==> src/hw/bms_cfg.svh <==
/*
  Constants for the boot map and flash security block: register offset, field
  positions, security encodings and vectors.
  Assumes inclusion by bare name from the package and design modules.
*/
`ifndef BMS_CFG_SVH
`define BMS_CFG_SVH

// ----------------------------------------
// Auxiliary control register
// ----------------------------------------
`define BMS_AUX_OFFSET      8'ha2
`define BMS_AUX_DPS_BIT     0
`define BMS_AUX_ZERO_BIT    2
`define BMS_AUX_GF_BIT      3
`define BMS_AUX_BOOT_BIT    5
`define BMS_AUX_RESET       8'h00

// ----------------------------------------
// Security level encodings
// ----------------------------------------
`define BMS_SEC_NONE        8'hff
`define BMS_SEC_WRITE       8'hfe
`define BMS_SEC_RDWR        8'hfc

// ----------------------------------------
// Vectors and boot window
// ----------------------------------------
`define BMS_VEC_APP         16'h0000
`define BMS_VEC_BOOT        16'hf000
`define BMS_BOOT_BASE_HI    4'hf
`define BMS_VEC_LOW         8'h00

`endif

==> src/hw/bms_pkg.sv <==
/*
  Types for the boot map and flash security block.
  Assumes bms_cfg.svh is on the include path.
*/
package bms_pkg;
  `include "bms_cfg.svh"

  // ----------------------------------------
  // Types
  // ----------------------------------------
  typedef enum logic [1:0] {
    BMS_LVL0,
    BMS_LVL1,
    BMS_LVL2
  } bms_level_t;

  typedef enum logic [3:0] {
    BMS_OP_FLASH_RD,
    BMS_OP_FLASH_WR,
    BMS_OP_FUSE_RD,
    BMS_OP_FUSE_WR,
    BMS_OP_CFG_RD,
    BMS_OP_CFG_WR,
    BMS_OP_SEC_RD,
    BMS_OP_SEC_WR,
    BMS_OP_INFO_RD,
    BMS_OP_INFO_WR,
    BMS_OP_BLOCK_ERASE,
    BMS_OP_CHIP_ERASE,
    BMS_OP_BLANK_CHECK
  } bms_op_t;

  typedef enum logic [1:0] {
    BMS_ST_OK,
    BMS_ST_ERR_WRITE,
    BMS_ST_VENDOR_ERROR_STATUS
  } bms_status_t;

  typedef struct packed {
    bms_op_t    op;
    logic [7:0] data;
  } bms_req_t;

  typedef struct packed {
    logic        allow;
    bms_status_t status;
  } bms_rsp_t;

  typedef struct packed {
    logic [15:0] reset_vector;
    logic        boot_mapped;
  } bms_boot_t;
endpackage

==> src/hw/bms_boot_sel.sv <==
/*
  Reset-time boot source decision: program pin, jump fuse, user vector.
  Assumes pin and fuse are stable around reset release.
*/
`include "bms_cfg.svh"
module bms_boot_sel
  import bms_pkg::*;
(
  input  wire logic        program_mode_pin_n_i,
  input  wire logic        bootloader_jump_fuse_i,
  input  wire logic        use_user_vector_i,
  input  wire logic [7:0]  user_boot_vector_i,
  output bms_pkg::bms_boot_t boot_o
);
  import bms_pkg::*;

  // ----------------------------------------
  // Decision
  // ----------------------------------------
  // Fuse is active low: programmed reads as 0
  wire to_boot = !program_mode_pin_n_i || !bootloader_jump_fuse_i;

  assign boot_o.boot_mapped  = to_boot;
  assign boot_o.reset_vector = to_boot ? `BMS_VEC_BOOT :
                               use_user_vector_i ? {user_boot_vector_i, `BMS_VEC_LOW} :
                               `BMS_VEC_APP;
endmodule // bms_boot_sel

==> src/hw/bms_sec_check.sv <==
/*
  Combinational access check of one programming request against the current
  security level.
  Assumes the level is held stable by the caller while the request is valid.
*/
`include "bms_cfg.svh"
module bms_sec_check
  import bms_pkg::*;
(
  input  bms_pkg::bms_level_t level_i,
  input  bms_pkg::bms_req_t   req_i,
  output bms_pkg::bms_rsp_t   rsp_o
);
  import bms_pkg::*;

  // ----------------------------------------
  // Permission table
  // ----------------------------------------
  wire sec_target_ok = (req_i.data == `BMS_SEC_WRITE) || (req_i.data == `BMS_SEC_RDWR);
  wire sec_raise_ok  = (level_i == BMS_LVL0) ? sec_target_ok :
                       (level_i == BMS_LVL1) ? (req_i.data == `BMS_SEC_RDWR) : 1'b0;

  logic allow;
  always_comb begin
    case (req_i.op)
      BMS_OP_FLASH_RD:    allow = (level_i != BMS_LVL2);
      BMS_OP_FLASH_WR:    allow = (level_i == BMS_LVL0);
      BMS_OP_FUSE_RD:     allow = (level_i != BMS_LVL2);
      BMS_OP_FUSE_WR:     allow = (level_i == BMS_LVL0);
      BMS_OP_CFG_RD:      allow = 1'b1;
      BMS_OP_CFG_WR:      allow = 1'b1;
      BMS_OP_SEC_RD:      allow = 1'b1;
      BMS_OP_SEC_WR:      allow = sec_raise_ok;
      BMS_OP_INFO_RD:     allow = 1'b1;
      BMS_OP_INFO_WR:     allow = 1'b0;
      BMS_OP_BLOCK_ERASE: allow = (level_i == BMS_LVL0);
      BMS_OP_CHIP_ERASE:  allow = 1'b1;
      BMS_OP_BLANK_CHECK: allow = 1'b1;
      default:            allow = 1'b0;
    endcase
  end

  // Level 2 flash reads report vendor error, writes report write error
  assign rsp_o.allow  = allow;
  assign rsp_o.status = allow ? BMS_ST_OK :
                        ((req_i.op == BMS_OP_FLASH_RD) || (req_i.op == BMS_OP_FUSE_RD)) ?
                        BMS_ST_VENDOR_ERROR_STATUS : BMS_ST_ERR_WRITE;
endmodule // bms_sec_check

==> src/hw/bms_top.sv <==
/*
  Boot map and flash security block: auxiliary control register, security
  level store, programming access checks and reset boot decision.
  Assumes a processor special-register port with one-cycle read and write
  strobes, and a programming request port with valid pulses.
*/
// What this block does
// The security byte encodes no security as ffh, write protect as feh and read-write protect as fch.
// A security write is accepted only if it raises protection: level 0 to 1 or 2, level 1 to 2.
// At level 1 flash writes are refused with write error while reads pass.
// At level 2 flash reads and writes are refused with write or vendor error.
// Only a full chip erase returns the level to none, and chip erase is allowed at every level.
// Fuse accesses are free at level 0, read only at level 1, refused at level 2.
// Manufacturer and bootloader information are readable and never writable.
// The user bootloader starts at user vector high byte with low byte 00h in application flash.
// While the boot map bit 5 is set the boot flash occupies f000h to ffffh.
// Software may set the boot map bit by writing the auxiliary register.
// A low program pin at reset sets the boot map bit and vectors to f000h.
// A programmed jump fuse at reset sets the boot map bit and vectors to f000h.
// Bit 2 of the auxiliary register reads 0 and ignores writes.
// Bit 3 of the auxiliary register is a free user flag.
// Software never writes 1 to reserved bits 7-6 and 4.
// With fuse unprogrammed and pin high, reset starts the application at 0000h, or at the user vector when use_user_vector_i is set.
// A security value other than the three encodings is rejected and the level kept.
`include "bms_cfg.svh"
module bms_top
  import bms_pkg::*;
#(
  parameter logic [7:0] SEC_INIT = `BMS_SEC_NONE
) (
  input  wire logic          core_clk_i,
  input  wire logic          rstn_i,
  // Special register port
  input  wire logic          sfr_wr_i,
  input  wire logic          sfr_rd_i,
  input  wire logic [7:0]    sfr_addr_i,
  input  wire logic [7:0]    sfr_wdata_i,
  output logic      [7:0]    sfr_rdata_o,
  output logic               sfr_hit_o,
  // Programming requests
  input  wire logic          req_valid_i,
  input  bms_pkg::bms_req_t  req_i,
  output logic               rsp_valid_o,
  output bms_pkg::bms_rsp_t  rsp_o,
  output logic      [7:0]    security_level_byte_o,
  // Boot inputs
  input  wire logic          program_mode_pin_n_i,
  input  wire logic          bootloader_jump_fuse_i,
  input  wire logic          use_user_vector_i,
  input  wire logic [7:0]    user_boot_vector_i,
  // Boot and auxiliary outputs, code address decode
  output logic      [15:0]   reset_vector_o,
  output logic               boot_flash_mapped_o,
  output logic               data_pointer_select_o,
  input  wire logic [15:0]   code_addr_i,
  output logic               code_in_boot_o
);
  import bms_pkg::*;

  // ----------------------------------------
  // Reset release capture
  // ----------------------------------------
  // Straps are sampled on the first clock after release, never under reset
  logic       init_done_q;
  bms_boot_t  boot_sel;
  bms_boot_t  boot_q;

  bms_boot_sel u_boot_sel (
    .program_mode_pin_n_i   (program_mode_pin_n_i),
    .bootloader_jump_fuse_i (bootloader_jump_fuse_i),
    .use_user_vector_i      (use_user_vector_i),
    .user_boot_vector_i     (user_boot_vector_i),
    .boot_o                 (boot_sel)
  );

  always_ff @(posedge core_clk_i or negedge rstn_i) begin
    if (!rstn_i) begin
      init_done_q <= 1'b0;
      boot_q      <= '0;
    end else if (!init_done_q) begin
      init_done_q <= 1'b1;
      boot_q      <= boot_sel;
    end
  end

  // ----------------------------------------
  // Auxiliary control register
  // ----------------------------------------
  wire aux_sel = (sfr_addr_i == `BMS_AUX_OFFSET);
  wire aux_wr  = sfr_wr_i && aux_sel;

  logic boot_map_enable_q;
  logic general_user_flag_q;
  logic data_pointer_select_q;

  always_ff @(posedge core_clk_i or negedge rstn_i) begin
    if (!rstn_i) begin
      boot_map_enable_q     <= 1'b0;
      general_user_flag_q   <= 1'b0;
      data_pointer_select_q <= 1'b0;
    end else if (!init_done_q) begin
      boot_map_enable_q     <= boot_sel.boot_mapped;
    end else if (aux_wr) begin
      boot_map_enable_q     <= sfr_wdata_i[`BMS_AUX_BOOT_BIT];
      general_user_flag_q   <= sfr_wdata_i[`BMS_AUX_GF_BIT];
      data_pointer_select_q <= sfr_wdata_i[`BMS_AUX_DPS_BIT];
    end
  end

  // Reserved bits read as zero; bit 2 is hard zero so an increment flips only bit 0
  wire [7:0] aux_read = {2'b00, boot_map_enable_q, 1'b0, general_user_flag_q,
                         1'b0, 1'b0, data_pointer_select_q};

  always_ff @(posedge core_clk_i or negedge rstn_i) begin
    if (!rstn_i) begin
      sfr_rdata_o <= `BMS_AUX_RESET;
    end else begin
      sfr_rdata_o <= (sfr_rd_i && aux_sel) ? aux_read : 8'h00;
    end
  end

  assign sfr_hit_o             = aux_sel && (sfr_rd_i || sfr_wr_i);
  assign boot_flash_mapped_o   = boot_map_enable_q;
  assign data_pointer_select_o = data_pointer_select_q;
  assign reset_vector_o        = boot_q.reset_vector;
  assign code_in_boot_o        = boot_map_enable_q &&
                                 (code_addr_i[15:12] == `BMS_BOOT_BASE_HI);

  // ----------------------------------------
  // Security level
  // ----------------------------------------
  logic [7:0] sec_q;
  bms_level_t level;
  bms_rsp_t   chk;

  assign level = (sec_q == `BMS_SEC_NONE)  ? BMS_LVL0 :
                 (sec_q == `BMS_SEC_WRITE) ? BMS_LVL1 : BMS_LVL2;

  bms_sec_check u_sec_check (
    .level_i (level),
    .req_i   (req_i),
    .rsp_o   (chk)
  );

  wire sec_write = req_valid_i && chk.allow && (req_i.op == BMS_OP_SEC_WR);
  wire chip_erase = req_valid_i && (req_i.op == BMS_OP_CHIP_ERASE);

  always_ff @(posedge core_clk_i or negedge rstn_i) begin
    if (!rstn_i) begin
      sec_q       <= SEC_INIT;
      rsp_valid_o <= 1'b0;
      rsp_o       <= '0;
    end else begin
      if (chip_erase) begin
        sec_q <= `BMS_SEC_NONE;
      end else if (sec_write) begin
        sec_q <= req_i.data;
      end
      rsp_valid_o <= req_valid_i;
      if (req_valid_i) begin
        rsp_o <= chk;
      end
    end
  end

  assign security_level_byte_o = sec_q;
endmodule // bms_top

==> config.mk <==
export PLATFORM = sky130hd
export DESIGN_NAME = bms_top
export DESIGN_NICKNAME = d
export VERILOG_FILES = /design/src/hw/bms_pkg.sv /design/src/hw/bms_boot_sel.sv /design/src/hw/bms_sec_check.sv /design/src/hw/bms_top.sv
export VERILOG_INCLUDE_DIRS = /design/src /design/src/hw
export SDC_FILE = /design/constraint.sdc
export NUM_CORES = 1
export LEC_CHECK = 0
export BUFFER_PORTS_ARGS = -buffer_cell sky130_fd_sc_hd__clkbuf_2
export CAP_MARGIN = 20
export CORE_ASPECT_RATIO = 1.1
export CORE_MARGIN = 2
export CORE_UTILIZATION = 42
export DETAILED_ROUTE_END_ITERATION = 10
export PLACE_DENSITY = 0.88
export SYNTH_ARGS = -nofsm -noshare
export SYNTH_HDL_FRONTEND = slang
export SYNTH_SLANG_ARGS = --single-unit
==> constraint.sdc <==
create_clock -name core_clk_i -period 2.6 [get_ports core_clk_i]
set_input_delay 0.13 -clock core_clk_i [delete_from_list [all_inputs] [get_ports core_clk_i]]
set_output_delay 0.13 -clock core_clk_i [all_outputs]
set_load 0.005 [all_outputs]
==> impl_metrics.ini, run 1 <==
[global_routing]
gr-usage-all-layers_pct = 14.5
grt_max_degree = 28
grt_pass1_wl_um = 4240
gr-total-overflow = 0
grt_pass1_vias = 1057
antenna_found_initial = 0

[die]
ios = 100
fp.coreArea_sq_um = 3020
initial_core_util_pct = 43.4
die-area_sq_um = 3590
die_h_um = 62.6
chipWidth_um = 57.3
placementRows = 21

[power_and_ir_drop]
ir_worst_vdd_mv = 0.260
p_per_area_nw_per_um2 = 498
p_leak_nw = 0.916

[setup_path]
worstSetupPathType = input port to register
timing.critical_path.buf_inv = 2
required_ns = 2.87
cpPeakStageDelay_ns = 0.63
cp_top_family = simple AND/OR/NAND/NOR gates
crit_path_start_kind = input port
rrSetupSlack_ns = 0.96
crit_chain = dlygate4sd3_1 -> clkbuf_2 -> nand3_1 -> nor3b_1 -> or2_2 -> o31a_2
slowest_stage = nor3b_1
arrival_ns = 1.93
crit_path_end_kind = register
path_max_fanout = 9

[timing]
final-setup-viol-count = 0
clock.fmax_mhz = 603
period_share_pct = 63.8
hold_viol = 0
slew_headroom_pct = 50.2
setup_tns_ns = 0
setup_ws_ns = 0.941
grt_setup_unrepaired = false
min_period_ns = 1.66
finClkSkew_ns = 0.00870
slew_violations = 0
tightestPinTransition_ns = 0.746

[synth]
synth.most_common_cell = dfrtp_1
synth_common_cells = dfrtp_1, nand2_1, buf_4, dfstp_2
synthCells = 127
ys_seq_area_share_pct = 52.3
synth_ff_type = dfrtp_1
synth_top_area_share_pct = 36.3
yosysTopAreaCell = dfrtp_1
ys.warnings.count = 0
synth.distinct_cells = 36
postSynthAreaPerCell_sq_um = 10.3
ys_ff_latch = 27
async_flop_share_pct = 100
synth_edf_count = 0
synth_area_leaders = dfrtp_1, dfstp_2, buf_4, nand2_1, a21oi_1
synth.cell_area_sq_um = 1310

[routing]
viasPerCell = 4.79
vias = 1116
drc_errors = 0
wirelength_um = 2480
wire_per_inst_um = 10.7
ant_nets = 0
first_pass_iters = 3
drtIter0Drc = 42

[clock_tree]
root_buffer = clkbuf_4
cts_setup_buffers = 0
htree_levels = 1
ctsHoldBuffers = 2
cts_tree = yes
clkTransAtPathRegs_ns = 0.13
post_cts_resized = 0
clk_latency_ns = 0.31
ctsLongestPathBuffers = 2
cts_buffers = 3
cts.sinks = 27

[finish]
filler_cell_count = 275
nets = 260
finish.utilization_pct = 55.8
drive_above_1_share_pct = 46.2
final_cells = 233
antennaDiodeCount = 0
multi_input_area_sq_um = 543
areaGrowthSynthToFinish_pct = 28.5
regArea_sq_um = 686

[place]
dp.cells = 227
post-dp-hpwl_um = 2030
dp_slack_ns = 0.946
portBuffers = 69
routabilityCongestion = 0.809

[worst_hold_path]
hold_path.class = input port to register

[job]
maxCapViolCount = 0

[outcome]
status = finished, final reports clean
-- final cells by class --
type | count | share of cell area (%)
well taps | 34 | 2.52
repair buffers | 71 | 21.7
flip-flops and latches | 27 | 40.7
clock buffers | 4 | 1.56
multi-input cells | 91 | 32.2
inverters | 6 | 1.34
-- per-stage QoR --
step | power (W) | area (sq um) | hold WS, ns
6_report | 0.000839 | 1690 | 0.0209
5_1_grt | 0.000899 | 1690 | 0.0248
4_1_cts | 0.000856 | 1690 | 0.00562
3_5_place_dp | 0.000679 | 1640 | 0.187
3_3_place_gp | 0.000673 | 1640 | 0.177
2_1_floorplan | 0.000598 | 1360 | -0.166
-- path summary, 6_finish.rpt --
path	depth (start not counted)	startpoint	to
setup / recovery	6	req_valid_i	security_level_byte_o[1]$_DFFE_PN1P_
hold / removal	3	user_boot_vector_i[3]	reset_vector_o[11]$_DFFE_PN0N_
setup reg to reg	5	security_level_byte_o[6]$_DFFE_PN1P_	security_level_byte_o[1]$_DFFE_PN1P_
hold reg to reg	2	reset_vector_o[11]$_DFFE_PN0N_	reset_vector_o[11]$_DFFE_PN0N_
max in group asynchronous	2	rstn_i	init_done_q$_DFF_PN0_
min in group asynchronous	2	rstn_i	reset_vector_o[9]$_DFFE_PN0N_
-- worst min-delay path, cell delays in order --
cell,delay [ns]
clkbuf_2,0.08
nand2_1,0.04
o21ai_0,0.06
-- routing by layer --
layer	GRT usage, %	vias up	share of wire [%]
li1	-	565	-
met1	16.8	505	41
met2	26.4	46	51
met3	2.69	0	7.6
met4	4.94	0	0
met5	0	-	0
-- registers in the layout, indices dropped and copies added, names as in the netlist --
signal                 count
reset_vector_o             8
security_level_byte_o      8
rsp_o                      3
sfr_rdata_o                3
boot_flash_mapped_o        1
data_pointer_select_o      1
general_user_flag_q        1
init_done_q                1
rsp_valid_o                1
-- report_power, final --
part           leakage, nW  total, W  switching, W  internal [W]
clock               0.0150  0.000168      0.000108     0.0000598
sequential           0.319  0.000502     0.0000290      0.000473
combinational        0.582  0.000169     0.0000808     0.0000879
-- cells in the final DEF (no fill, tap or decap) --
cell and n:
nor4bb_1 1, nor2b_1 2, dfstp_2 8, nor3_1 2
a21o_1 1, inv_1 6, or2_2 4, o22a_1 1
o21ai_0 5, o22ai_1 1, o41ai_1 1, nand4_1 2
clkbuf_4 3, mux2i_1 1, nor3b_1 2, dfrtp_1 19
dlygate4sd3_1 2, a31o_2 1, and3b_1 1, a21boi_0 1
nor2_1 5, o31a_2 1, conb_1 14, a21oi_1 6
and4b_2 1, clkbuf_2 69, a211oi_1 4, and3_1 4
o21ai_2 1, mux2_2 2, clkbuf_1 1, and4b_1 2
nand2_1 15, a21o_2 1, nand3_1 4, o21ai_1 1
nor4_4 1, or3b_1 3
-- cells by family (layout without fill, tap and decap cells) --
logic type / count (synthesis) / count (layout) / synth area share [%]
compound gates: 25 / 25 / 12.6
buf+inv: 21 / 81 / 9.73
flops: 27 / 27 / 52.3
mux: 3 / 3 / 2.48
other cells: 2 / 14 / 0.573
simple gates: 49 / 49 / 22.3
Note: power is estimated with default switching activity, not from simulation.
==> inputs of run 2 (changes only) <==
ABC_AREA = 1   (was default)
CORE_UTILIZATION = 40   (was 42)
PLACE_DENSITY = 0.83   (was 0.88)
clock period = 1.55 ns   (was 2.6 ns; I/O delays follow)
==> impl_metrics.ini, run 2 <==
[global_routing]
gr-total-overflow = 0
gr-usage-all-layers_pct = 16.6
grt_pass1_vias = 1327
antenna_found_initial = 0
grt_max_degree = 28
grt_pass1_wl_um = 5090

[clock_tree]
ctsLongestPathBuffers = 2
cts_buffers = 3
cts.sinks = 27
htree_levels = 1
clkTransAtPathRegs_ns = 0.14
cts_tree = yes
clk_latency_ns = 0.32
root_buffer = clkbuf_4

[power_and_ir_drop]
power.switching_w = 0.000400
p_leak_nw = 1.15
p_int_w = 0.00102
ir_worst_vdd_mv = 0.494
seqPwrFrac_pct = 55.9
combPwrFrac_pct = 23.4
switching_share_pct = 28.1
p_clk_share_pct = 20.7
p_per_area_nw_per_um2 = 723

[die]
die_h_um = 66.1
placementRows = 22
chipWidth_um = 60.5
fp.coreArea_sq_um = 3360
initial_core_util_pct = 41.8
die-area_sq_um = 4000
ios = 100

[routing]
ant_nets = 0
wire_per_inst_um = 10.2
first_pass_iters = 4
viasPerCell = 4.42
drtIter0Drc = 58
wirelength_um = 3210
drc_errors = 0
vias = 1382

[timing]
clock.fmax_mhz = 632
finClkSkew_ns = 0.00883
period_share_pct = 102
hold_viol = 0
grt_setup_unrepaired = true
final-setup-viol-count = 1
min_period_ns = 1.58
tightestPinTransition_ns = 0.654
slew_violations = 0
setup_ws_ns = -0.0316
fin_hold_ws_ns = 0.0266
slew_headroom_pct = 56.4

[synth]
synth.distinct_cells = 23
synth_common_cells = nand2_1, inv_1, dfrtp_1, nor2_1, buf_4
synth.most_common_cell = nand2_1
synth.cell_area_sq_um = 1400
ys_ff_latch = 27
synth_ff_type = dfrtp_1
synth_top_area_share_pct = 33.9
synth_area_leaders = dfrtp_1, dfstp_2, nand2_1, inv_1, buf_4
ys.warnings.count = 0
async_flop_share_pct = 100
postSynthAreaPerCell_sq_um = 7.84
yosysTopAreaCell = dfrtp_1
synthCells = 179
ys_seq_area_share_pct = 48.8
synth_edf_count = 0

[setup_path]
required_ns = 1.76
path_max_fanout = 5
rrSetupSlack_ns = -0.03
worstSetupPathType = register to register
crit_path_end_kind = register
arrival_ns = 1.80
crit_path_start_kind = register

[outcome]
status = finished, violations left
violations = negative setup slack

[finish]
nets = 326
areaGrowthSynthToFinish_pct = 40.0
filler_cell_count = 325
finish.utilization_pct = 58.5
antennaDiodeCount = 0
final_common_cell = clkbuf_2
drive_above_1_share_pct = 37.4
final_cell_mix = clkbuf_2, nand2_1, inv_1

[place]
routabilityCongestion = 0.806
portBuffers = 69
post-dp-hpwl_um = 2330

[job]
maxCapViolCount = 0

[worst_hold_path]
hold_path.class = input port to register
-- run 2: cell type report --
cell class,instances,area (sq um),share of cell area (%)
multi-input combinational,115,567,28.8
sequential,27,686,34.9
tap,48,60.1,3.06
clock inverter,1,5.00,0.255
clock buffer,3,22.5,1.15
inverter,34,128,6.49
timing repair buffer,85,498,25.3
-- run 2: metrics by stage --
stage          instances  setup slack [ns]  TNS [ns]  total power (W)  cell area [sq um]
6_report             313           -0.0316   -0.0316          0.00142               1970
5_1_grt              313           -0.0885    -0.213          0.00152               1970
4_1_cts              310            0.0120         0          0.00140               1900
3_5_place_dp         294            0.0515         0          0.00107               1750
3_3_place_gp         294            0.0751         0          0.00106               1750
2_1_floorplan        191             0.182         0         0.000951               1450
-- run 2: path summary, 6_finish.rpt --
check | to | from | cells after the start
setup / recovery | rsp_o[2]$_DFFE_PN0P_ | security_level_byte_o[0]$_DFFE_PN1P_ | 7
hold / removal | security_level_byte_o[1]$_DFFE_PN1P_ | req_i[1] | 3
max in group asynchronous | sfr_rdata_o[0]$_DFF_PN0_ | rstn_i | 2
min in group asynchronous | reset_vector_o[10]$_DFFE_PN0N_ | rstn_i | 2
setup reg to reg | rsp_o[2]$_DFFE_PN0P_ | security_level_byte_o[0]$_DFFE_PN1P_ | 7
hold reg to reg | security_level_byte_o[6]$_DFFE_PN1P_ | security_level_byte_o[6]$_DFFE_PN1P_ | 2
-- run 2: repair_timing --
action                     CTS  global route
resized for setup            0             9
setup buffers                0             2
setup endpoints to repair    0             2
hold endpoints to repair    30             1
hold buffers                12             1
-- run 2: critical path, cell delays in order, from the launching register on --
cell	delay (ns)
dfstp_2	0.59
buf_4	0.11
inv_1	0.03
nand4_1	0.07
nor2_2	0.05
o21ai_1	0.21
nand3_4	0.14
mux2_4	0.27
-- run 2: per-layer routing --
layer | vias up | track usage (%) | share of wire (%) | routed length [um]
li1 | 697 | - | - | -
met1 | 622 | 17.9 | 40 | 1270
met2 | 61 | 31.9 | 53 | 1700
met3 | 2 | 2.35 | 7.0 | 225
met4 | 0 | 5.98 | 0.37 | 12
met5 | - | 0 | 0 | 0
-- run 2: logic make-up after synthesis --
family          Yosys count  share of synthesized area, %
simple gates             88                          27.7
buf+inv                  49                          16.8
flops                    27                          48.8
compound gates           12                          4.99
other cells               2                         0.535
mux                       1                          1.07
-- run 2: power by group through the flow --
stage	clock network, W	registers [W]	logic (W)
2_1_floorplan	0	0.000803	0.000148
3_3_place_gp	0	0.000804	0.000256
3_5_place_dp	0	0.000804	0.000265
4_1_cts	0.000315	0.000792	0.000289
5_1_grt	0.000342	0.000801	0.000376
6_report	0.000295	0.000795	0.000333
==> inputs of run 3 (changes only) <==
BUFFER_PORTS_ARGS = -buffer_cell sky130_fd_sc_hd__buf_2   (was -buffer_cell sky130_fd_sc_hd__clkbuf_2)
PLACE_DENSITY = default   (was 0.83)
PLACE_DENSITY_LB_ADDON = 0.05   (was default)
REMOVE_ABC_BUFFERS = 1   (was default)
==> impl_metrics.ini, run 3 (synthesis results as in run 2) <==
[global_routing]
grt_pass1_wl_um = 4970
gr-total-overflow = 0
grt_pass1_vias = 1168
antenna_found_initial = 0
gr-usage-all-layers_pct = 16.4
grt_max_degree = 28

[routing]
wire_per_inst_um = 9.56
wirelength_um = 2980
drc_errors = 0
first_pass_iters = 4
ant_nets = 0
vias = 1298
viasPerCell = 4.16
drtIter0Drc = 38

[timing]
tightestPinTransition_ns = 0.593
grt_setup_unrepaired = true
setup_ws_ns = 0.0972
slew_violations = 0
min_period_ns = 1.45
hold_viol = 0
final-setup-viol-count = 0
slew_headroom_pct = 60.5
finClkSkew_ns = 0.000995
period_share_pct = 93.7
clock.fmax_mhz = 688

[clock_tree]
htree_levels = 1
root_buffer = clkbuf_4
cts_tree = yes
clkTransAtPathRegs_ns = 0.14
cts.sinks = 27
ctsLongestPathBuffers = 2
cts_buffers = 3
clk_latency_ns = 0.32

[die]
ios = 100
initial_core_util_pct = 41.8
die-area_sq_um = 4000
placementRows = 22
die_h_um = 66.1
fp.coreArea_sq_um = 3360
chipWidth_um = 60.5

[setup_path]
crit_path_start_kind = register
worstSetupPathType = register to register
crit_path_end_kind = register
path_max_fanout = 5
required_ns = 1.80
arrival_ns = 1.71

[finish]
finish.utilization_pct = 58.0
final_cells = 312
final_common_cell = buf_2
areaGrowthSynthToFinish_pct = 38.7
regArea_sq_um = 686
filler_cell_count = 356
nets = 325
drive_above_1_share_pct = 37.5
antennaDiodeCount = 0
multi_input_area_sq_um = 561
final_cell_mix = buf_2, nand2_1, inv_1

[power_and_ir_drop]
combPwrFrac_pct = 23.2
ir_worst_vdd_mv = 0.407
p_clk_share_pct = 21.0
p_int_w = 0.00102
p_leak_nw = 1.13
power.switching_w = 0.000396
p_per_area_nw_per_um2 = 727
switching_share_pct = 28.0
seqPwrFrac_pct = 55.7

[outcome]
status = finished, final reports clean

[place]
dp.cells = 294
portBuffers = 69
routabilityCongestion = 0.854
post-dp-hpwl_um = 2270
dp_slack_ns = 0.0396

[worst_hold_path]
hold_path.class = input port to register

[job]
maxCapViolCount = 0
[run 3: timing repair]
action,4_1_cts,5_1_grt
endpoints found under the hold margin,29,0
buffers inserted,0,3
hold buffers,11,0
setup endpoints to repair,0,5
resized for setup,0,8
[run 3: layout make-up]
| cell class | count | area share (%) |
|---|---|---|
| Timing Repair Buffer | 84 | 24.9 |
| Sequential cell | 27 | 35.2 |
| Tap cell | 48 | 3.08 |
| Multi-Input combinational cell | 115 | 28.8 |
| Inverter | 34 | 6.56 |
| Clock inverter | 1 | 0.257 |
| Clock buffer | 3 | 1.16 |
[run 3: metrics by stage]
stage                     power, W  hold WS (ns)  TNS, ns  instance area [sq um]
after floorplan           0.000923        -0.218        0                   1340
after global placement     0.00107         0.123        0                   1750
after detailed placement   0.00107         0.126        0                   1750
after CTS                  0.00139       0.00454        0                   1890
after global routing       0.00151       0.00692  -0.0148                   1950
final                      0.00142        0.0177        0                   1950
[run 3: power by group through the flow]
| stage | clock [W] | combinational (W) | sequential [W] |
|---|---|---|---|
| 2_1_floorplan | 0 | 0.000117 | 0.000806 |
| 3_3_place_gp | 0 | 0.000264 | 0.000802 |
| 3_5_place_dp | 0 | 0.000268 | 0.000800 |
| 4_1_cts | 0.000316 | 0.000288 | 0.000789 |
| 5_1_grt | 0.000341 | 0.000373 | 0.000794 |
| 6_report | 0.000297 | 0.000329 | 0.000789 |
[run 3: critical path: stages, from the launching register on]
cell	delay, ns
dfstp_2	0.58
nand4_1	0.15
nor2_4	0.17
buf_4	0.13
a21oi_2	0.06
nand3_4	0.10
nand3_2	0.07
nand2_1	0.06
nand3_1	0.06
[run 3: path summary, 6_finish.rpt]
check	startpoint	end	slack (ns)	cells past startpoint
min	req_i[1]	security_level_byte_o[1]$_DFFE_PN1P_	0.02	3
min reg2reg	security_level_byte_o[4]$_DFFE_PN1P_	security_level_byte_o[4]$_DFFE_PN1P_	0.47	2
max reg2reg	security_level_byte_o[3]$_DFFE_PN1P_	security_level_byte_o[1]$_DFFE_PN1P_	0.1	8
min in group asynchronous	rstn_i	rsp_o[0]$_DFFE_PN0P_	0.28	2
max	security_level_byte_o[3]$_DFFE_PN1P_	security_level_byte_o[1]$_DFFE_PN1P_	0.1	8
max in group asynchronous	rstn_i	security_level_byte_o[6]$_DFFE_PN1P_	0.88	2
[run 3: per-layer routing]
layer	track usage, %	vias up	wire (um)
li1	-	690	-
met1	21.3	561	1350
met2	27.9	45	1440
met3	3.13	2	181
met4	4.08	0	10
met5	0	-	0
